===== src/cmp_pga_defs.svh =====
`ifndef CMP_PGA_DEFS_SVH
`define CMP_PGA_DEFS_SVH
// register byte addresses
`define OFS_AMP_CTRL 12'h000
`define OFS_CMP0_REF 12'h004
`define OFS_CMP1_REF 12'h008
`define OFS_REF_ROUTE 12'h00C
`define OFS_FILT_EDGE 12'h010
`define OFS_OUT_CTRL 12'h014
`define OFS_PRIO_UL 12'h018
`define OFS_PRIO_LL 12'h01C
`define OFS_PRIO_UH 12'h020
`define OFS_PRIO_LH 12'h024
`define OFS_MODE 12'h028
`define OFS_STATUS 12'h02C
// reset values
`define RST_AMP_CTRL 8'h01
`define RST_CMP0_REF 8'h00
`define RST_CMP1_REF 8'h66
`define RST_REF_ROUTE 8'h00
`define RST_FILT_EDGE 8'h00
`define RST_OUT_CTRL 8'h00
`define RST_PRIO 8'hFF
`define RST_MODE 8'h00
// field positions
`define BIT_AMP_RUN 7
`define BIT_CMP1_SEL 6
`define BIT_REF1_RUN 5
`define BIT_GND_SEL 4
`define BIT_CMP0_SEL 2
`define BIT_REF0_RUN 1
`define BIT_SUP_SEL 0
`define BIT_C1_EDGE 7
`define BIT_C1_POL 6
`define BIT_C0_EDGE 3
`define BIT_C0_POL 2
`define BIT_C1_INV 6
`define BIT_C1_GATE 5
`define BIT_C1_IRQ 4
`define BIT_C0_INV 2
`define BIT_C0_GATE 1
`define BIT_C0_IRQ 0
`define BIT_C1_RUN 4
`define BIT_C0_RUN 0
// timing counts, in peripheral clocks
`define DIV_SLOW 8
`define DIV_SLOWER 32
`endif


===== src/cmp_pga_pkg.sv =====
package cmp_pga_pkg;
   typedef enum logic [1:0] {
      GAIN_X4 = 2'h0,
      GAIN_X8 = 2'h1,
      GAIN_X16 = 2'h2,
      GAIN_X32 = 2'h3
   } gain_type;
   typedef enum logic [1:0] {
      FILT_NONE = 2'h0,
      FILT_CLK = 2'h1,
      FILT_DIV8 = 2'h2,
      FILT_DIV32 = 2'h3
   } filter_type;
   typedef enum logic [2:0] {
      ST_IDLE = 3'b001,
      ST_SETUP = 3'b010,
      ST_ACCESS = 3'b100
   } bus_state_type;
endpackage : cmp_pga_pkg


===== src/cmp_sample_filter.sv =====
`include "cmp_pga_defs.svh"
// with a filter rate chosen, three matching samples at that rate pass a level through; with none the raw level passes
module cmp_sample_filter (
   input wire logic pclk,
   input wire logic presetn,
   input wire logic run,
   input wire logic raw,
   input wire cmp_pga_pkg::filter_type sel,
   input wire logic tick_clk,
   input wire logic tick_div8,
   input wire logic tick_div32,
   output logic level
);
   logic [2:0] hist_q;
   logic tick;
   always_comb begin
      case (sel)
         cmp_pga_pkg::FILT_CLK: tick = tick_clk;
         cmp_pga_pkg::FILT_DIV8: tick = tick_div8;
         cmp_pga_pkg::FILT_DIV32: tick = tick_div32;
         default: tick = 1'b1;
      endcase
   end
   always_ff @(posedge pclk or negedge presetn) begin
      if (!presetn) begin
         hist_q <= 3'h0;
      end else if (!run) begin
         hist_q <= 3'h0;
      end else if (tick) begin
         hist_q <= {hist_q[1:0], raw};
      end
   end
   always_ff @(posedge pclk or negedge presetn) begin
      if (!presetn) begin
         level <= 1'b0;
      end else if (!run) begin
         level <= 1'b0;
      end else if (sel == cmp_pga_pkg::FILT_NONE) begin
         level <= raw;
      end else if (hist_q == 3'h7) begin
         level <= 1'b1;
      end else if (hist_q == 3'h0) begin
         level <= 1'b0;
      end
   end
endmodule : cmp_sample_filter


===== src/cmp_edge_detect.sv =====
// one-cycle request on the selected edge(s) of a filtered level
module cmp_edge_detect (
   input wire logic pclk,
   input wire logic presetn,
   input wire logic level,
   input wire logic both_edges,
   input wire logic falling,
   output logic pulse
);
   logic prev_q;
   logic rise;
   logic fall;
   assign rise = level & ~prev_q;
   assign fall = ~level & prev_q;
   always_ff @(posedge pclk or negedge presetn) begin
      if (!presetn) begin
         prev_q <= 1'b0;
      end else begin
         prev_q <= level;
      end
   end
   always_comb begin
      if (both_edges) begin
         pulse = rise | fall;
      end else if (falling) begin
         pulse = fall;
      end else begin
         pulse = rise;
      end
   end
endmodule : cmp_edge_detect


===== src/comparator_pga_control.sv =====
// Notes on behaviour
// - amplifier run bit and 2-bit gain: x4, x8, x16, x32
// - comparator 0 reference code n gives supply/256 times n
// - comparator 1 own 8-bit reference code, same scaling
// - routing bit 6: comparator 1 input pin or amplifier output
// - routing bit 2: comparator 0 input pin or amplifier output
// - bits 5 and 1 run reference generators 1 and 0
// - bit 4 selects ordinary ground or negative reference pin
// - bit 0 selects core supply or positive reference pin
// - comparator 1 edge mode: one edge or both edges
// - comparator 1 polarity: rising or falling edge request
// - comparator 1 filter: none, clock, clock/8, clock/32
// - comparator 0 edge mode and polarity, same meaning
// - comparator 0 filter: none, clock, clock/8, clock/32
// - comparator 1 output polarity: pass or invert
// - comparator 1 cutoff held low unless output enabled
// - comparator 1 interrupt requests blocked unless enabled
// - comparator 0 output polarity: pass or invert
// - comparator 0 cutoff held low unless output enabled
// - comparator 0 interrupt requests blocked unless enabled
// - comparator 0 priority from bit 7 of both low priority bytes
// - comparator 1 priority from bit 0 of both high priority bytes
// - each comparator has its own operation enable bit
`include "cmp_pga_defs.svh"
module comparator_pga_control (
   input wire logic pclk,
   input wire logic presetn,
   input wire logic psel,
   input wire logic penable,
   input wire logic pwrite,
   input wire logic [11:0] paddr,
   input wire logic [31:0] pwdata,
   input wire logic [3:0] pstrb,
   output logic [31:0] prdata,
   output logic pready,
   output logic pslverr,
   input wire logic cmp0_raw,
   input wire logic cmp1_raw,
   output logic amp_run,
   output logic [1:0] amp_gain,
   output logic [7:0] cmp0_ref_code,
   output logic [7:0] cmp1_ref_code,
   output logic cmp0_input_select,
   output logic cmp1_input_select,
   output logic ref0_run,
   output logic ref1_run,
   output logic ref_ground_select,
   output logic ref_supply_select,
   output logic cmp0_run,
   output logic cmp1_run,
   output logic cutoff_signal_zero,
   output logic cutoff_signal_one,
   output logic cmp0_irq,
   output logic cmp1_irq,
   output logic [1:0] cmp0_prio,
   output logic [1:0] cmp1_prio
);
   logic [7:0] amp_q;
   logic [7:0] ref0_q;
   logic [7:0] ref1_q;
   logic [7:0] route_q;
   logic [7:0] fir_q;
   logic [7:0] ocr_q;
   logic [7:0] pr_ul_q;
   logic [7:0] pr_ll_q;
   logic [7:0] pr_uh_q;
   logic [7:0] pr_lh_q;
   logic [7:0] mode_q;
   logic [4:0] div_q;
   logic tick8;
   logic tick32;
   logic lvl0;
   logic lvl1;
   logic edge0;
   logic edge1;
   logic wr_en;
   logic rd_en;
   logic hit;
   logic [7:0] rd_d;

   // 8-bit register write honouring byte lane 0
   function automatic logic [7:0] wr_byte(input logic [7:0] old, input logic [31:0] wd,
                                          input logic lane);
      wr_byte = lane ? wd[7:0] : old;
   endfunction : wr_byte

   // apb: zero wait states, access phase completes at once
   assign wr_en = psel & penable & pwrite;
   assign rd_en = psel & ~penable & ~pwrite;

   always_comb begin
      hit = 1'b1;
      case (paddr)
         `OFS_AMP_CTRL: rd_d = amp_q;
         `OFS_CMP0_REF: rd_d = ref0_q;
         `OFS_CMP1_REF: rd_d = ref1_q;
         `OFS_REF_ROUTE: rd_d = route_q;
         `OFS_FILT_EDGE: rd_d = fir_q;
         `OFS_OUT_CTRL: rd_d = ocr_q;
         `OFS_PRIO_UL: rd_d = pr_ul_q;
         `OFS_PRIO_LL: rd_d = pr_ll_q;
         `OFS_PRIO_UH: rd_d = pr_uh_q;
         `OFS_PRIO_LH: rd_d = pr_lh_q;
         `OFS_MODE: rd_d = mode_q;
         `OFS_STATUS: rd_d = {6'h00, lvl1, lvl0};
         default: begin
            rd_d = 8'h00;
            hit = 1'b0;
         end
      endcase
   end

   always_ff @(posedge pclk or negedge presetn) begin
      if (!presetn) begin
         prdata <= 32'h00000000;
      end else if (rd_en) begin
         prdata <= {24'h000000, rd_d};
      end
   end

   always_ff @(posedge pclk or negedge presetn) begin
      if (!presetn) begin
         pready <= 1'b0;
         pslverr <= 1'b0;
      end else begin
         pready <= psel & ~penable;
         pslverr <= psel & ~penable & ~hit;
      end
   end

   always_ff @(posedge pclk or negedge presetn) begin
      if (!presetn) begin
         amp_q <= `RST_AMP_CTRL;
         ref0_q <= `RST_CMP0_REF;
         ref1_q <= `RST_CMP1_REF;
         route_q <= `RST_REF_ROUTE;
         fir_q <= `RST_FILT_EDGE;
         ocr_q <= `RST_OUT_CTRL;
         pr_ul_q <= `RST_PRIO;
         pr_ll_q <= `RST_PRIO;
         pr_uh_q <= `RST_PRIO;
         pr_lh_q <= `RST_PRIO;
         mode_q <= `RST_MODE;
      end else if (wr_en) begin
         case (paddr)
            `OFS_AMP_CTRL: amp_q <= wr_byte(amp_q, pwdata, pstrb[0]) & 8'h83;
            `OFS_CMP0_REF: ref0_q <= wr_byte(ref0_q, pwdata, pstrb[0]);
            `OFS_CMP1_REF: ref1_q <= wr_byte(ref1_q, pwdata, pstrb[0]);
            `OFS_REF_ROUTE: route_q <= wr_byte(route_q, pwdata, pstrb[0]) & 8'h77;
            `OFS_FILT_EDGE: fir_q <= wr_byte(fir_q, pwdata, pstrb[0]);
            `OFS_OUT_CTRL: ocr_q <= wr_byte(ocr_q, pwdata, pstrb[0]) & 8'h77;
            `OFS_PRIO_UL: pr_ul_q <= wr_byte(pr_ul_q, pwdata, pstrb[0]);
            `OFS_PRIO_LL: pr_ll_q <= wr_byte(pr_ll_q, pwdata, pstrb[0]);
            `OFS_PRIO_UH: pr_uh_q <= wr_byte(pr_uh_q, pwdata, pstrb[0]);
            `OFS_PRIO_LH: pr_lh_q <= wr_byte(pr_lh_q, pwdata, pstrb[0]);
            `OFS_MODE: mode_q <= wr_byte(mode_q, pwdata, pstrb[0]) & 8'h11;
            default: ;
         endcase
      end
   end

   // static control outputs, registered copies of fields
   always_ff @(posedge pclk or negedge presetn) begin
      if (!presetn) begin
         amp_run <= 1'b0;
         amp_gain <= 2'h1;
         cmp0_ref_code <= `RST_CMP0_REF;
         cmp1_ref_code <= `RST_CMP1_REF;
         cmp0_input_select <= 1'b0;
         cmp1_input_select <= 1'b0;
         ref0_run <= 1'b0;
         ref1_run <= 1'b0;
         ref_ground_select <= 1'b0;
         ref_supply_select <= 1'b0;
         cmp0_run <= 1'b0;
         cmp1_run <= 1'b0;
         cmp0_prio <= 2'h3;
         cmp1_prio <= 2'h3;
      end else begin
         amp_run <= amp_q[`BIT_AMP_RUN];
         amp_gain <= amp_q[1:0];
         cmp0_ref_code <= ref0_q;
         cmp1_ref_code <= ref1_q;
         cmp1_input_select <= route_q[`BIT_CMP1_SEL];
         cmp0_input_select <= route_q[`BIT_CMP0_SEL];
         ref1_run <= route_q[`BIT_REF1_RUN];
         ref0_run <= route_q[`BIT_REF0_RUN];
         ref_ground_select <= route_q[`BIT_GND_SEL];
         ref_supply_select <= route_q[`BIT_SUP_SEL];
         cmp1_run <= mode_q[`BIT_C1_RUN];
         cmp0_run <= mode_q[`BIT_C0_RUN];
         cmp0_prio <= {pr_ul_q[7], pr_ll_q[7]};
         cmp1_prio <= {pr_uh_q[0], pr_lh_q[0]};
      end
   end

   // sampling rate divider, /8 and /32 pulses
   always_ff @(posedge pclk or negedge presetn) begin
      if (!presetn) begin
         div_q <= 5'h00;
      end else begin
         div_q <= div_q + 5'h01;
      end
   end
   assign tick8 = (div_q[2:0] == 3'(`DIV_SLOW - 1));
   assign tick32 = (div_q == 5'(`DIV_SLOWER - 1));

   cmp_sample_filter u_filt0 (
      .pclk(pclk),
      .presetn(presetn),
      .run(mode_q[`BIT_C0_RUN]),
      .raw(cmp0_raw),
      .sel(cmp_pga_pkg::filter_type'(fir_q[1:0])),
      .tick_clk(1'b1),
      .tick_div8(tick8),
      .tick_div32(tick32),
      .level(lvl0)
   );
   cmp_sample_filter u_filt1 (
      .pclk(pclk),
      .presetn(presetn),
      .run(mode_q[`BIT_C1_RUN]),
      .raw(cmp1_raw),
      .sel(cmp_pga_pkg::filter_type'(fir_q[5:4])),
      .tick_clk(1'b1),
      .tick_div8(tick8),
      .tick_div32(tick32),
      .level(lvl1)
   );
   // edges taken from filtered levels
   cmp_edge_detect u_edge0 (
      .pclk(pclk),
      .presetn(presetn),
      .level(lvl0),
      .both_edges(fir_q[`BIT_C0_EDGE]),
      .falling(fir_q[`BIT_C0_POL]),
      .pulse(edge0)
   );
   cmp_edge_detect u_edge1 (
      .pclk(pclk),
      .presetn(presetn),
      .level(lvl1),
      .both_edges(fir_q[`BIT_C1_EDGE]),
      .falling(fir_q[`BIT_C1_POL]),
      .pulse(edge1)
   );

   always_ff @(posedge pclk or negedge presetn) begin
      if (!presetn) begin
         cmp0_irq <= 1'b0;
         cmp1_irq <= 1'b0;
      end else begin
         cmp0_irq <= edge0 & ocr_q[`BIT_C0_IRQ];
         cmp1_irq <= edge1 & ocr_q[`BIT_C1_IRQ];
      end
   end

   always_ff @(posedge pclk or negedge presetn) begin
      if (!presetn) begin
         cutoff_signal_zero <= 1'b0;
         cutoff_signal_one <= 1'b0;
      end else begin
         cutoff_signal_zero <= ocr_q[`BIT_C0_GATE] & (lvl0 ^ ocr_q[`BIT_C0_INV]);
         cutoff_signal_one <= ocr_q[`BIT_C1_GATE] & (lvl1 ^ ocr_q[`BIT_C1_INV]);
      end
   end

   a_cutoff_gate: assert property (@(posedge pclk) disable iff (!presetn)
      !$past(ocr_q[`BIT_C1_GATE]) |-> !cutoff_signal_one)
      else $error("cutoff one not held low");
   a_cutoff0_gate: assert property (@(posedge pclk) disable iff (!presetn)
      !$past(ocr_q[`BIT_C0_GATE]) |-> !cutoff_signal_zero)
      else $error("cutoff zero not held low");
   a_irq1_block: assert property (@(posedge pclk) disable iff (!presetn)
      !$past(ocr_q[`BIT_C1_IRQ]) |-> !cmp1_irq)
      else $error("cmp1 request while blocked");
   a_irq0_block: assert property (@(posedge pclk) disable iff (!presetn)
      !$past(ocr_q[`BIT_C0_IRQ]) |-> !cmp0_irq)
      else $error("cmp0 request while blocked");
   a_irq1_rise: assert property (@(posedge pclk) disable iff (!presetn)
      cmp1_irq && !$past(fir_q[`BIT_C1_EDGE]) && !$past(fir_q[`BIT_C1_POL])
      |-> $past(lvl1) && !$past(lvl1, 2))
      else $error("cmp1 request not on rising edge");
   a_irq0_edge: assert property (@(posedge pclk) disable iff (!presetn)
      cmp0_irq |-> $past(lvl0) != $past(lvl0, 2))
      else $error("cmp0 request without edge");
   a_prio_map: assert property (@(posedge pclk) disable iff (!presetn)
      ##1 cmp0_prio == {$past(pr_ul_q[7]), $past(pr_ll_q[7])})
      else $error("cmp0 priority mismatch");
   a_prio1_map: assert property (@(posedge pclk) disable iff (!presetn)
      ##1 cmp1_prio == {$past(pr_uh_q[0]), $past(pr_lh_q[0])})
      else $error("cmp1 priority mismatch");
   a_off_quiet: assert property (@(posedge pclk) disable iff (!presetn)
      !mode_q[`BIT_C1_RUN] [*3] |=> !lvl1)
      else $error("stopped comparator 1 shows level");
   a_gain_follow: assert property (@(posedge pclk) disable iff (!presetn)
      wr_en && paddr == `OFS_AMP_CTRL && pstrb[0] |-> ##2 amp_gain == $past(pwdata[1:0], 2))
      else $error("gain not applied");
   a_run_follow: assert property (@(posedge pclk) disable iff (!presetn)
      wr_en && paddr == `OFS_AMP_CTRL && pstrb[0] |-> ##2 amp_run == $past(pwdata[7], 2))
      else $error("run bit not applied");
   a_ref0_follow: assert property (@(posedge pclk) disable iff (!presetn)
      wr_en && paddr == `OFS_CMP0_REF && pstrb[0]
      |-> ##2 cmp0_ref_code == $past(pwdata[7:0], 2))
      else $error("cmp0 reference code not applied");
   a_ref1_follow: assert property (@(posedge pclk) disable iff (!presetn)
      wr_en && paddr == `OFS_CMP1_REF && pstrb[0]
      |-> ##2 cmp1_ref_code == $past(pwdata[7:0], 2))
      else $error("cmp1 reference code not applied");
   a_route_follow: assert property (@(posedge pclk) disable iff (!presetn)
      wr_en && paddr == `OFS_REF_ROUTE && pstrb[0] |-> ##2
      {cmp1_input_select, ref1_run, ref_ground_select} == $past(pwdata[6:4], 2) &&
      {cmp0_input_select, ref0_run, ref_supply_select} == $past(pwdata[2:0], 2))
      else $error("routing fields not applied");
   a_mode_follow: assert property (@(posedge pclk) disable iff (!presetn)
      wr_en && paddr == `OFS_MODE && pstrb[0]
      |-> ##2 cmp1_run == $past(pwdata[4], 2) && cmp0_run == $past(pwdata[0], 2))
      else $error("run enables not applied");
   a_cut1_pol: assert property (@(posedge pclk) disable iff (!presetn)
      $past(ocr_q[`BIT_C1_GATE])
      |-> cutoff_signal_one == ($past(lvl1) ^ $past(ocr_q[`BIT_C1_INV])))
      else $error("cutoff one polarity wrong");
   a_cut0_pol: assert property (@(posedge pclk) disable iff (!presetn)
      $past(ocr_q[`BIT_C0_GATE])
      |-> cutoff_signal_zero == ($past(lvl0) ^ $past(ocr_q[`BIT_C0_INV])))
      else $error("cutoff zero polarity wrong");
   a_irq1_both: assert property (@(posedge pclk) disable iff (!presetn)
      cmp1_irq && $past(fir_q[`BIT_C1_EDGE]) |-> $past(lvl1) != $past(lvl1, 2))
      else $error("cmp1 request without edge");
   a_irq1_fall: assert property (@(posedge pclk) disable iff (!presetn)
      cmp1_irq && !$past(fir_q[`BIT_C1_EDGE]) && $past(fir_q[`BIT_C1_POL])
      |-> !$past(lvl1) && $past(lvl1, 2))
      else $error("cmp1 request not on falling edge");
   a_irq0_fall: assert property (@(posedge pclk) disable iff (!presetn)
      cmp0_irq && !$past(fir_q[`BIT_C0_EDGE]) && $past(fir_q[`BIT_C0_POL])
      |-> !$past(lvl0) && $past(lvl0, 2))
      else $error("cmp0 request not on falling edge");
   a_irq1_pass: assert property (@(posedge pclk) disable iff (!presetn)
      $past(ocr_q[`BIT_C1_IRQ]) && $past(fir_q[`BIT_C1_EDGE])
      && $past(lvl1) != $past(lvl1, 2) |-> cmp1_irq)
      else $error("cmp1 request lost");
   a_irq0_pass: assert property (@(posedge pclk) disable iff (!presetn)
      $past(ocr_q[`BIT_C0_IRQ]) && $past(fir_q[`BIT_C0_EDGE])
      && $past(lvl0) != $past(lvl0, 2) |-> cmp0_irq)
      else $error("cmp0 request lost");
   a_off0_quiet: assert property (@(posedge pclk) disable iff (!presetn)
      !mode_q[`BIT_C0_RUN] |=> !lvl0)
      else $error("stopped comparator 0 shows level");
   a_div8_period: assert property (@(posedge pclk) disable iff (!presetn)
      tick8 |=> !tick8 [*7] ##1 tick8)
      else $error("divide by 8 pulse spacing wrong");
   a_div32_period: assert property (@(posedge pclk) disable iff (!presetn)
      tick32 |-> tick8 ##32 tick32)
      else $error("divide by 32 pulse spacing wrong");
   a_filt1_none: assert property (@(posedge pclk) disable iff (!presetn)
      $past(fir_q[5:4]) == 2'h0 && $past(mode_q[`BIT_C1_RUN]) |-> lvl1 == $past(cmp1_raw))
      else $error("unfiltered cmp1 level wrong");
   a_filt0_none: assert property (@(posedge pclk) disable iff (!presetn)
      $past(fir_q[1:0]) == 2'h0 && $past(mode_q[`BIT_C0_RUN]) |-> lvl0 == $past(cmp0_raw))
      else $error("unfiltered cmp0 level wrong");
endmodule : comparator_pga_control


===== config.mk =====
export PLATFORM = sky130hd
export DESIGN_NAME = comparator_pga_control
export DESIGN_NICKNAME = d
export VERILOG_FILES = /design/src/cmp_pga_pkg.sv /design/src/cmp_sample_filter.sv /design/src/cmp_edge_detect.sv /design/src/comparator_pga_control.sv
export VERILOG_INCLUDE_DIRS = /design/src /design/src/src
export SDC_FILE = /design/constraint.sdc
export NUM_CORES = 1
export LEC_CHECK = 0
export ABC_AREA = 1
export ABC_CLOCK_PERIOD_IN_PS = 1700
export BUFFER_PORTS_ARGS = -buffer_cell sky130_fd_sc_hd__buf_4
export CAP_MARGIN = 20
export CORE_AREA = 2 2 109 111
export CTS_BUF_LIST = sky130_fd_sc_hd__clkbuf_8 sky130_fd_sc_hd__clkbuf_16
export CTS_CLUSTER_DIAMETER = 50
export DETAILED_ROUTE_END_ITERATION = 16
export DIE_AREA = 0 0 111 113
export GPL_TIMING_DRIVEN = 0
export PLACE_DENSITY = 0.78
export SYNTH_ARGS = -nofsm -noshare
export SYNTH_HDL_FRONTEND = slang
export SYNTH_SLANG_ARGS = --single-unit

===== constraint.sdc =====
create_clock -name pclk -period 1.7 [get_ports pclk]
set_clock_uncertainty 0.1 [all_clocks]
set_input_delay 0.17 -clock pclk [delete_from_list [all_inputs] [get_ports pclk]]
set_output_delay 0.17 -clock pclk [all_outputs]
set_load 0.02 [all_outputs]

== Word-level counts from Yosys, hierarchy flattened ==
Index checks and enable logic that the tools add are counted.

* Bits in registers: 133
* Logic and storage cells: 124

* Multiplexer cells: 20
* Equality and inequality tests: 23
* Reduce and logical (&&, ||, !) cells: 17
* Add/subtract/negate cells: 1
* Bitwise logic cells: 24

{| class="wikitable"
|+ Operator list
! kind !! count
|-
| $pmux W8 S12 || 1
|-
| $eq A12 B5 Y1 const B || 4
|-
| $eq A12 B6 Y1 const B || 4
|-
| $reduce_and A3 Y1 || 11
|-
| $eq A12 B4 Y1 const B || 2
|-
| $and A1 B1 Y1 || 13
|-
| $mux W1 || 13
|-
| $eq A12 B3 Y1 const B || 1
|-
| $logic_not A12 Y1 || 1
|-
| $mux W3 || 4
|-
| $reduce_or A12 Y1 || 1
|-
| $eq A3 B3 Y1 const B || 3
|-
| $eq A2 B2 Y1 const B || 4
|-
| $ne A4 B1 Y1 const B || 2
|-
| $not A1 Y1 || 7
|-
| $logic_not A3 Y1 || 2
|-
| $add A5 B1 Y5 const B || 1
|-
| $eq A5 B5 Y1 const B || 1
|-
| $logic_not A2 Y1 || 2
|-
| $ne A2 B1 Y1 const B || 2
|-
| $pmux W1 S2 || 2
|-
| $or A1 B1 Y1 || 2
|-
| $xor A1 B1 Y1 || 2
|}

== Longest topological paths before layout ==
Gate-level depths: netlist of the first run.

* Depth in word-level cells: 5
* Gate-level depth with buffers: 12
* Mapped depth without buffers: 12

== Modules after synthesis ==
From an unflattened synthesis of the first run, not the netlist that was laid out.

* Cells, all modules: 708
* Area total of the unflattened synthesis: 6344.8 µm²

{| class="wikitable"
|+ By module, submodules not included
! module !! seq. area each (µm²) !! times used !! cells an instance !! area an instance (µm²)
|-
| comparator_pga_control || 3135.5 || 1 || 602 || 5630.4
|-
| cmp_sample_filter at u_filt1 || 100.1 || 1 || 39 || 267.8
|-
| cmp_sample_filter at u_filt0 || 100.1 || 1 || 39 || 256.5
|-
| cmp_edge_detect || 25.0 || 2 || 14 || 95.1
|}

== Worst setup path before layout of the first run ==
No wires, ideal clock.

* Kind: flip-flop to flip-flop
* Start point: register div_q[0]
* End point: register u_filt0.hist_q[0]
* Arrival time: 1.250 ns
* Setup time: 0.137 ns
* Setup slack: 0.213 ns
* Buffers on the path: 0
* Required time: 1.463 ns
* Stages on the path, launching flop included: 9
* Path through: dfrtp_1 > ha_1 > nand2_1 > nor2_1 > ha_1 > nand2_1 > o2111ai_1 > nand3_1 > o21ai_0

* Cells in the longest elaborated chain, start to end: 3
* Elaborated cells between the ends (all ways): 4
* Classes of those cells: 3 x eq/ne; 1 x mux

{| class="wikitable"
|+ RTL lines
! element !! RTL line !! RTL
|-
| start: declaration || comparator_pga_control.sv:69 || <nowiki>logic [4:0] div_q;</nowiki>
|-
| start signal: assignment || comparator_pga_control.sv:202 || <nowiki>div_q <= div_q + 5'h01;</nowiki>
|-
| $eq A5 B5 Y1 or $eq A3 B3 Y1 (tied branches) || comparator_pga_control.sv:206, comparator_pga_control.sv:205 ||
|-
| $pmux W1 S2 (*) || cmp_sample_filter.sv:17 || <nowiki>case (sel)</nowiki>
|-
| $ne A2 B1 Y1 (no source line) (*) || - ||
|-
| end signal: assignment || cmp_sample_filter.sv:30 || <nowiki>hist_q <= {hist_q[1:0], raw};</nowiki>
|-
| end: declaration || cmp_sample_filter.sv:14 || <nowiki>logic [2:0] hist_q;</nowiki>
|}

Every way passes the cells marked *; elsewhere a longest branch is shown, timed or not.
A chain may end at the register's enable or synchronous reset.

== Final worst setup path of the first run ==
* Start point: register div_q[0]
* End point: register u_filt1.hist_q[2]

* Cells in the longest elaborated chain, start to end: 3
* Elaborated cells between the ends (all ways): 4
* Classes of those cells: 3 x eq/ne; 1 x mux

{| class="wikitable"
|+ RTL lines
! element !! RTL line
|-
| $eq A5 B5 Y1 or $eq A3 B3 Y1 (tied branches) || comparator_pga_control.sv:206, comparator_pga_control.sv:205
|-
| $pmux W1 S2 (*) || cmp_sample_filter.sv:17
|-
| $ne A2 B1 Y1 (no source line) (*) || -
|-
| end signal: assignment || cmp_sample_filter.sv:30
|-
| end: declaration || cmp_sample_filter.sv:14
|}

Marked as above.

==> flow_metrics.py, run 1 <==
metrics = {
    "outcome": {
        "status": "completed",
    },
    "synth": {
        "synth_ff_type": "dfrtp_1",
        "netlist-cell-type-count": 35,
        "synth_warnings": 0,
        "syn-cell-area_mm2": 0.00608,
        "synth.avg_cell_area_um2": 9.12,
        "ys_seq_elements": 133,
        "synthCells": 667,
        "async_flop_share": 1.00,
        "synth_edf_count": 0,
        "ys_seq_area_frac": 0.556,
    },
    "min_path": {
        "hp-class": "primary input to flip-flop",
        "holdPathStages": 5,
    },
    "floorplanning": {
        "row_count": 39,
        "start_util": 0.540,
        "fp.dieArea_mm2": 0.0125,
        "die_x_um": 111,
        "ios": 124,
        "dieHeight_um": 113,
        "core_mm2": 0.0113,
    },
    "final_layout": {
        "n_antenna_cell": 0,
        "utilization": 0.680,
        "fin_cells": 944,
        "fillers": 868,
        "drive_gt1_frac": 0.306,
        "area_delta_synth_final_pct": 26.0,
        "fin_area_mm2": 0.00767,
        "final_nets": 850,
    },
    "sta": {
        "rsz0062_at_grt": "yes",
        "slew_headroom": 0.444,
        "finalHoldViolations": 0,
        "fin_crit_sh": 0.938,
        "tns_ns": 0,
        "layout_setup_ws_ns": 0.105,
        "period_needed_ns": 1.60,
        "fmax_ghz": 0.627,
        "worst_slew_pin_slew_ns": 0.834,
        "slew_viol_final": 0,
        "finalSetupViolCount": 0,
        "holdWs_ns": 0.0471,
    },
    "critical_path": {
        "end_kind": "flip-flop",
        "critPathBufInv": 0,
        "cp.arrival_ns": 1.80,
        "ff2ff_path_depth": 8,
        "rrSetupSlack_ns": 0.10,
        "crit_end": "u_filt1.hist_q[2]",
        "cp_data_required_time_ns": 1.91,
        "worstSetupPathType": "flip-flop to flip-flop",
        "worstSetupStartpointType": "flip-flop",
        "critPathTopFamily": "adder cells",
        "slowest_delay_ns": 0.39,
        "path_depth": 8,
        "crit_fanout": 6,
        "r2r-start": "div_q[0]",
        "path_cells": "ha_1 -> nand2_1 -> nor2_1 -> ha_1 -> nand2_1 -> o2111ai_2 -> nand3_1 -> o21ai_0",
        "slowest_stage": "dfrtp_1",
        "rr_endpoint": "u_filt1.hist_q[2]",
        "crit_start": "div_q[0]",
    },
    "clock_tree": {
        "clk_latency_ns": 0.43,
        "postCtsSetupBuffers": 0,
        "root_buffer": "clkbuf_16",
        "cts_buffers": 17,
        "cts_tree": "built",
        "path_clk_slew_ns": 0.06,
        "clk_path_buf_depth": 2,
        "cts.sinks": 133,
        "cts_max_level": 4,
    },
    "route": {
        "vias": 4885,
        "dr.pass1.iters": 5,
        "ant_nets": 0,
        "drcViolationCount": 0,
        "wire_per_inst_um": 17.3,
        "viasPerCell": 5.17,
        "drtIter0Drc": 334,
        "routed_wl_um": 16300,
    },
    "global_routing": {
        "antenna_found_initial": 0,
        "gr-total-overflow": 0,
        "grt_max_degree": 80,
        "grt_pass1_wl_um": 26000,
        "track_usage": 0.275,
        "grt_pass1_vias": 4895,
    },
    "power": {
        "p_int_mw": 5.97,
        "p_comb_frac": 0.049,
        "powerDensity_mw_per_mm2": 993,
        "clock_power_share": 0.533,
        "p_leak_nw": 3.71,
        "switching_power_mw": 1.64,
        "p_seq_frac": 0.418,
        "ir_drop_v": 0.000876,
        "finalPower_mw": 7.61,
        "swShare": 0.216,
    },
    "place": {
        "dp_hpwl_um": 11600,
        "io_buffers": 72,
        "gp_congestion": 0.935,
        "place_inst": 906,
        "placed_cell_area_mm2": 0.00692,
        "post-place-ws_ns": -0.0903,
    },
    "job": {
        "drv_cap": 0,
    },
}
## logic make-up after synthesis
group / synth area share
simple gates: 0.254
other cells: 0.000616
compound gates: 0.0835
buf+inv: 0.0876
mux: 0.00185
xor+xnor: 0.00144
flops: 0.556
fa+ha+maj: 0.0144
## state kept, by name (all words and copies together), names as in the netlist, 2 cells and up
signal and cells:
pr_lh_q 8, cmp1_prio 2, ref0_q 8, u_filt1.hist_q 3, div_q 5, pr_ll_q 8, mode_q 2, cmp0_ref_code 8
ocr_q 6, amp_q 3, amp_gain 2, u_filt0.hist_q 3, cmp1_ref_code 8, route_q 6, pr_uh_q 8, pr_ul_q 8
prdata 8, cmp0_prio 2, ref1_q 8, fir_q 8
## layer usage
layer  global-route usage  part of all wire  wire, um
met1                0.340              0.41      6630
met2                0.463              0.51      8260
met3               0.0653             0.057       925
met4                0.128             0.031       500
met5                    0                 0         0
## synthesized netlist by cell type, types with 6 or more instances
cell type,n,area share
nand2_2,9,0.0093
ha_1,7,0.014
o21ai_2,8,0.012
dfrtp_1,87,0.36
buf_2,11,0.0090
nor2_2,10,0.010
nand4_1,9,0.0093
buf_6,7,0.013
o21ai_0,24,0.020
o21ai_1,52,0.043
dfstp_2,46,0.20
nand2_1,177,0.11
buf_4,25,0.031
nand3_1,61,0.050
inv_1,47,0.029
nand3_2,6,0.0099
nor2_1,48,0.030
## placed cells by master, fill, tap and decap left out, types with 9 or more instances in the layout
cell / instances
nand2_1: 177
buf_4: 96
dfrtp_1: 87
nand3_1: 61
o21ai_1: 52
inv_1: 48
nor2_1: 47
dfstp_2: 46
o21ai_0: 24
conb_1: 24
clkbuf_16: 17
nor2_2: 11
buf_2: 11
nand2_2: 9
nand4_1: 9
## power groups by stage
stage,Clock [mW],Combinational (mW),Sequential [mW]
floorplan,0,0.173,3.24
global placement,0,0.339,3.23
detailed placement,0,0.358,3.23
CTS,4.09,0.370,3.18
global route,4.24,0.405,3.18
finish,4.06,0.371,3.18
## area by class of cell
type                            instances  area (um2)  area share
Sequential cell                       133        3390       0.442
Tap cell                              143         179      0.0233
Clock buffer                           19         453      0.0591
Timing Repair Buffer                   79         632      0.0824
Multi-Input combinational cell        461        2280       0.297
Inverter                               51         193      0.0251
Clock inverter                         13         205      0.0268
Buffer                                 45         340      0.0444
## worst min-delay path by stage
stage | from | endpoint | slack, ns
finish | psel | pslverr | 0.05
floorplan | presetn | amp_gain[1] | -0.23
detailed placement | presetn | ref_ground_select | 0.05
global route | psel | pslverr | 0.08
global placement | ref1_q[1] | cmp1_ref_code[1] | 0.27
CTS | psel | pslverr | 0.04
## what timing repair did
action                                  in CTS  in global routing
hold endpoints to repair                    59                  0
hold buffers                                 6                  0
gates resized for setup                      0                  4
endpoints found under the setup margin       0                 31
## worst register-to-register path, cell delays in order (launching register included)
cell	delay, ns
dfrtp_1	0.39
ha_1	0.22
nand2_1	0.07
nor2_1	0.04
ha_1	0.20
nand2_1	0.09
o2111ai_2	0.16
nand3_1	0.12
o21ai_0	0.08
No activity file was read; power rests on OpenSTA's default activity.
==> run 2, diff against run 1 <==
Settings changed: CORE_AREA 2 2 109 111 to 2 2 107 109, CTS_BUF_LIST sky130_fd_sc_hd__clkbuf_8 sky130_fd_sc_hd__clkbuf_16 to sky130_fd_sc_hd__clkbuf_4, DIE_AREA 0 0 111 113 to 0 0 109 111, PLACE_DENSITY 0.78 to 0.81.
==> flow_metrics.py, run 2 (synthesized netlist as in run 1, its figures left out) <==
metrics = {
    "job": {
        "drv_cap": 0,
    },
    "clock_tree": {
        "cts_max_level": 4,
        "root_buffer": "clkbuf_4",
        "cts_tree": "built",
        "cts.sinks": 133,
        "clk_path_buf_depth": 2,
        "postCtsSetupBuffers": 0,
        "path_clk_slew_ns": 0.12,
        "clk_latency_ns": 0.54,
        "cts_buffers": 17,
    },
    "min_path": {
        "hp-start": "pwrite",
        "hp-class": "primary input to flip-flop",
    },
    "final_layout": {
        "final_nets": 856,
        "fillers": 908,
        "drive_gt1_frac": 0.304,
        "layout_commonest_cell": "nand2_1",
        "final_cell_mix": "175 x nand2_1, 96 x buf_4, 87 x dfrtp_1",
        "n_antenna_cell": 0,
        "area_delta_synth_final_pct": 20.9,
        "fin_area_mm2": 0.00736,
        "utilization": 0.664,
    },
    "sta": {
        "slew_viol_final": 0,
        "finalHoldViolations": 0,
        "fin_crit_sh": 0.951,
        "slew_headroom": 0.433,
        "period_needed_ns": 1.62,
        "worst_slew_pin_slew_ns": 0.850,
        "rsz0062_at_grt": "no",
        "finalSetupViolCount": 0,
        "fmax_ghz": 0.618,
        "layout_setup_ws_ns": 0.0829,
        "tns_ns": 0,
    },
    "floorplanning": {
        "die_x_um": 109,
        "dieHeight_um": 111,
        "start_util": 0.549,
        "fp.dieArea_mm2": 0.0121,
        "row_count": 39,
        "core_mm2": 0.0111,
        "ios": 124,
    },
    "power": {
        "clock_power_share": 0.365,
        "p_seq_frac": 0.567,
        "p_leak_nw": 3.54,
        "finalPower_mw": 5.60,
        "powerDensity_mw_per_mm2": 761,
        "swShare": 0.259,
        "p_comb_frac": 0.068,
        "p_int_mw": 4.15,
        "switching_power_mw": 1.45,
        "ir_drop_v": 0.000514,
    },
    "critical_path": {
        "slowest_stage": "dlygate4sd3_1",
        "path_cells": "dlygate4sd3_1 -> buf_4 -> nand2_1 -> nor2_1 -> buf_6 -> nand3_2 -> buf_2 -> nand2_1 -> o21ai_0",
        "critPathBufInv": 4,
        "cpMostUsedCell": "nand2_1",
        "rrSetupSlack_ns": 0.12,
        "worstSetupStartpointType": "primary input",
        "crit_start": "penable",
        "cp.arrival_ns": 1.92,
        "slowest_delay_ns": 0.53,
        "end_kind": "flip-flop",
        "r2r-start": "div_q[0]",
        "worstSetupPathType": "primary input to flip-flop",
        "cp_data_required_time_ns": 2.01,
        "crit_fanout": 10,
        "critPathTopFamily": "buffers and inverters",
    },
    "place": {
        "io_buffers": 72,
        "dp_hpwl_um": 11400,
        "post-place-ws_ns": -0.0228,
        "gp_congestion": 0.930,
        "placed_cell_area_mm2": 0.00692,
    },
    "global_routing": {
        "grt_pass1_wl_um": 25600,
        "gr-total-overflow": 0,
        "antenna_found_initial": 0,
        "track_usage": 0.286,
        "grt_pass1_vias": 4902,
        "grt_max_degree": 97,
    },
    "route": {
        "ant_nets": 0,
        "routed_wl_um": 16100,
        "viasPerCell": 5.27,
        "dr.pass1.iters": 5,
        "drcViolationCount": 0,
        "drtIter0Drc": 436,
        "vias": 5007,
        "wire_per_inst_um": 17.0,
    },
    "outcome": {
        "status": "completed",
    },
}
==> run 2: layout make-up <==
cell class	instances	area, um2	area share
timing repair buffer	85	692	0.0940
inverter	51	193	0.0262
buffer	45	340	0.0463
sequential	133	3390	0.460
tap	143	179	0.0243
multi-input combinational	461	2300	0.313
clock inverter	15	136	0.0185
clock buffer	17	128	0.0173
==> run 2: power groups by stage <==
stage	sequential (mW)	clock (mW)	combinational, mW
global route	3.18	2.21	0.413
global placement	3.23	0	0.336
detailed placement	3.23	0	0.351
floorplan	3.24	0	0.173
CTS	3.18	2.06	0.378
finish	3.18	2.05	0.380
==> run 2: metrics by stage <==
step / instances / hold WS (ns)
floorplan: 690 / -0.226
global placement: 905 / 0.267
detailed placement: 906 / -0.00787
CTS: 950 / 0.0109
global route: 950 / 0.00976
finish: 950 / 0.0457
==> run 2: layer usage <==
layer / wire [um] / track usage / vias to the layer above / part of all wire
li1: - / - / 2374 / -
met1: 6720 / 0.376 / 2410 / 0.42
met2: 8100 / 0.466 / 193 / 0.50
met3: 868 / 0.0535 / 30 / 0.054
met4: 456 / 0.114 / 0 / 0.028
met5: 0 / 0 / - / 0
==> run 2: worst min-delay path, cell delays in order <==
cell     delay, ns
buf_4         0.09
inv_1         0.04
nand2_1       0.22
nand2_1       0.08
nand2_1       0.05
==> run 2: final timing paths <==
check | end | cells after the start
min | prdata[1] | 5
max reg2reg | u_filt1.hist_q[1] | 8
min in group asynchronous | amp_q[0] | 2
max in group asynchronous | amp_gain[1] | 3
min reg2reg | cmp1_ref_code[5] | 0
max | route_q[2] | 9
==> run 2: repair_timing <==
action                                  4_1_cts  5_1_grt
pin swaps                                     0        0
endpoints found under the hold margin       129        0
gates resized for setup                       1        9
hold buffers                                 12        0
endpoints found under the setup margin        1        6
==> run 3, diff against run 2 <==
Settings changed: BUFFER_PORTS_ARGS -buffer_cell sky130_fd_sc_hd__buf_4 to -buffer_cell sky130_fd_sc_hd__buf_2, PLACE_DENSITY 0.81 to 0.78.
==> flow_metrics.py, run 3 (synthesized netlist as in run 1, its figures left out) <==
metrics = {
    "sta": {
        "rsz0062_at_grt": "no",
        "fmax_ghz": 0.618,
        "worst_slew_pin_slew_ns": 0.852,
        "fin_crit_sh": 0.952,
        "slew_headroom": 0.432,
        "finalHoldViolations": 0,
        "slew_viol_final": 0,
        "finalSetupViolCount": 0,
        "period_needed_ns": 1.62,
        "holdWs_ns": 0.0116,
    },
    "global_routing": {
        "gr-total-overflow": 0,
        "grt_max_degree": 70,
        "use_met3": 0.0564,
        "use_met1": 0.370,
        "track_usage": 0.282,
        "antenna_found_initial": 0,
        "grt_pass1_vias": 4866,
        "grt-busiest-layer": "met2",
        "grtUsageMet2": 0.441,
        "grt_pass1_wl_um": 25400,
    },
    "critical_path": {
        "end_kind": "flip-flop",
        "cp.arrival_ns": 2.03,
        "cp_data_required_time_ns": 2.11,
        "crit_fanout": 7,
        "worstSetupPathType": "primary input to flip-flop",
        "worstSetupStartpointType": "primary input",
    },
    "final_layout": {
        "layout_commonest_cell": "nand2_1",
        "drive_gt1_frac": 0.313,
        "final_nets": 858,
        "n_antenna_cell": 0,
        "fin_area_mm2": 0.00715,
        "area_delta_synth_final_pct": 17.5,
        "final_cell_mix": "175 x nand2_1, 87 x dfrtp_1, 81 x buf_2",
    },
    "clock_tree": {
        "root_buffer": "clkbuf_4",
        "cts_buffers": 17,
        "clk_path_buf_depth": 2,
        "cts_max_level": 4,
        "cts.sinks": 133,
        "clk_latency_ns": 0.57,
        "path_clk_slew_ns": 0.11,
        "cts_tree": "built",
    },
    "power": {
        "ir_drop_v": 0.000495,
        "p_leak_nw": 3.52,
        "finalPower_mw": 5.19,
        "powerDensity_mw_per_mm2": 726,
    },
    "floorplanning": {
        "core_mm2": 0.0111,
        "dieHeight_um": 111,
        "start_util": 0.549,
        "die_x_um": 109,
        "ios": 124,
        "row_count": 39,
        "fp.dieArea_mm2": 0.0121,
    },
    "route": {
        "dr.pass1.iters": 5,
        "ant_nets": 0,
        "wire_per_inst_um": 16.6,
        "drtIter0Drc": 362,
        "vias": 5010,
        "routed_wl_um": 15800,
        "viasPerCell": 5.26,
        "drcViolationCount": 0,
    },
    "job": {
        "drv_cap": 0,
    },
    "place": {
        "dp_hpwl_um": 11500,
        "io_buffers": 72,
        "placed_cell_area_mm2": 0.00674,
        "gp_congestion": 0.892,
    },
    "min_path": {
        "hp-class": "primary input to flip-flop",
    },
    "outcome": {
        "status": "completed",
    },
}
run 3: layout make-up:
cell class	count	area [um2]
Timing Repair Buffer	87	527
Inverter	51	193
Buffer	45	343
Sequential cell	133	3390
Clock buffer	18	135
Multi-Input combinational cell	461	2320
Clock inverter	14	70.1
Tap cell	143	179
Fill cell	922	3930
run 3: worst paths after layout:
check | startpoint | end | slack (ns) | depth (start not counted)
worst max-delay path | paddr[2] | prdata[7] | 0.08 | 13
worst min register to register | ref1_q[5] | cmp1_ref_code[5] | 0.28 | 0
max in group asynchronous | presetn | pr_ll_q[3] | 0.67 | 3
min in group asynchronous | presetn | ref0_q[3] | 0.06 | 2
worst min-delay path | pstrb[0] | pr_lh_q[2] | 0.01 | 6
worst max register to register | div_q[0] | u_filt0.hist_q[0] | 0.11 | 8
run 3: per-stage QoR:
| stage | instances | worst slack (ns) | util | TNS [ns] |
|---|---|---|---|---|
| final | 952 | 0.0823 | 0.645 | 0 |
| after global routing | 952 | 0.00717 | 0.645 | 0 |
| after CTS | 949 | 0.00103 | 0.638 | 0 |
| after detailed placement | 906 | -0.0424 | 0.609 | -0.133 |
| after global placement | 905 | -1.20 | 0.606 | -127.51 |
| after floorplan | 690 | 0.213 | - | 0 |
run 3: power by group:
group | internal, mW | switching, mW
registers | 3.17 | 0.00187
logic | 0.110 | 0.250
clock network | 0.548 | 1.11
run 3: critical path, cell delays in order:
cell	delay [ns]
dlygate4sd3_1	0.53
buf_2	0.14
nor2_1	0.09
nand2_1	0.20
inv_1	0.30
nand2_1	0.12
inv_1	0.08
nand2_1	0.05
nand2_1	0.11
nor2_1	0.05
nand2_1	0.07
nand2_1	0.05
nand2_1	0.06
run 3: repair_timing:
action / 4_1_cts / 5_1_grt
pin swaps: 0 / 2
setup endpoints to repair: 3 / 12
hold endpoints to repair: 138 / 0
gates resized for setup: 1 / 14
hold buffers: 11 / 0
setup buffers: 0 / 3
run 3: layer usage:
| metal | part of all wire | wire (um) |
|---|---|---|
| met1 | 0.42 | 6590 |
| met2 | 0.48 | 7600 |
| met3 | 0.052 | 816 |
| met4 | 0.049 | 768 |
| met5 | 0 | 0 |
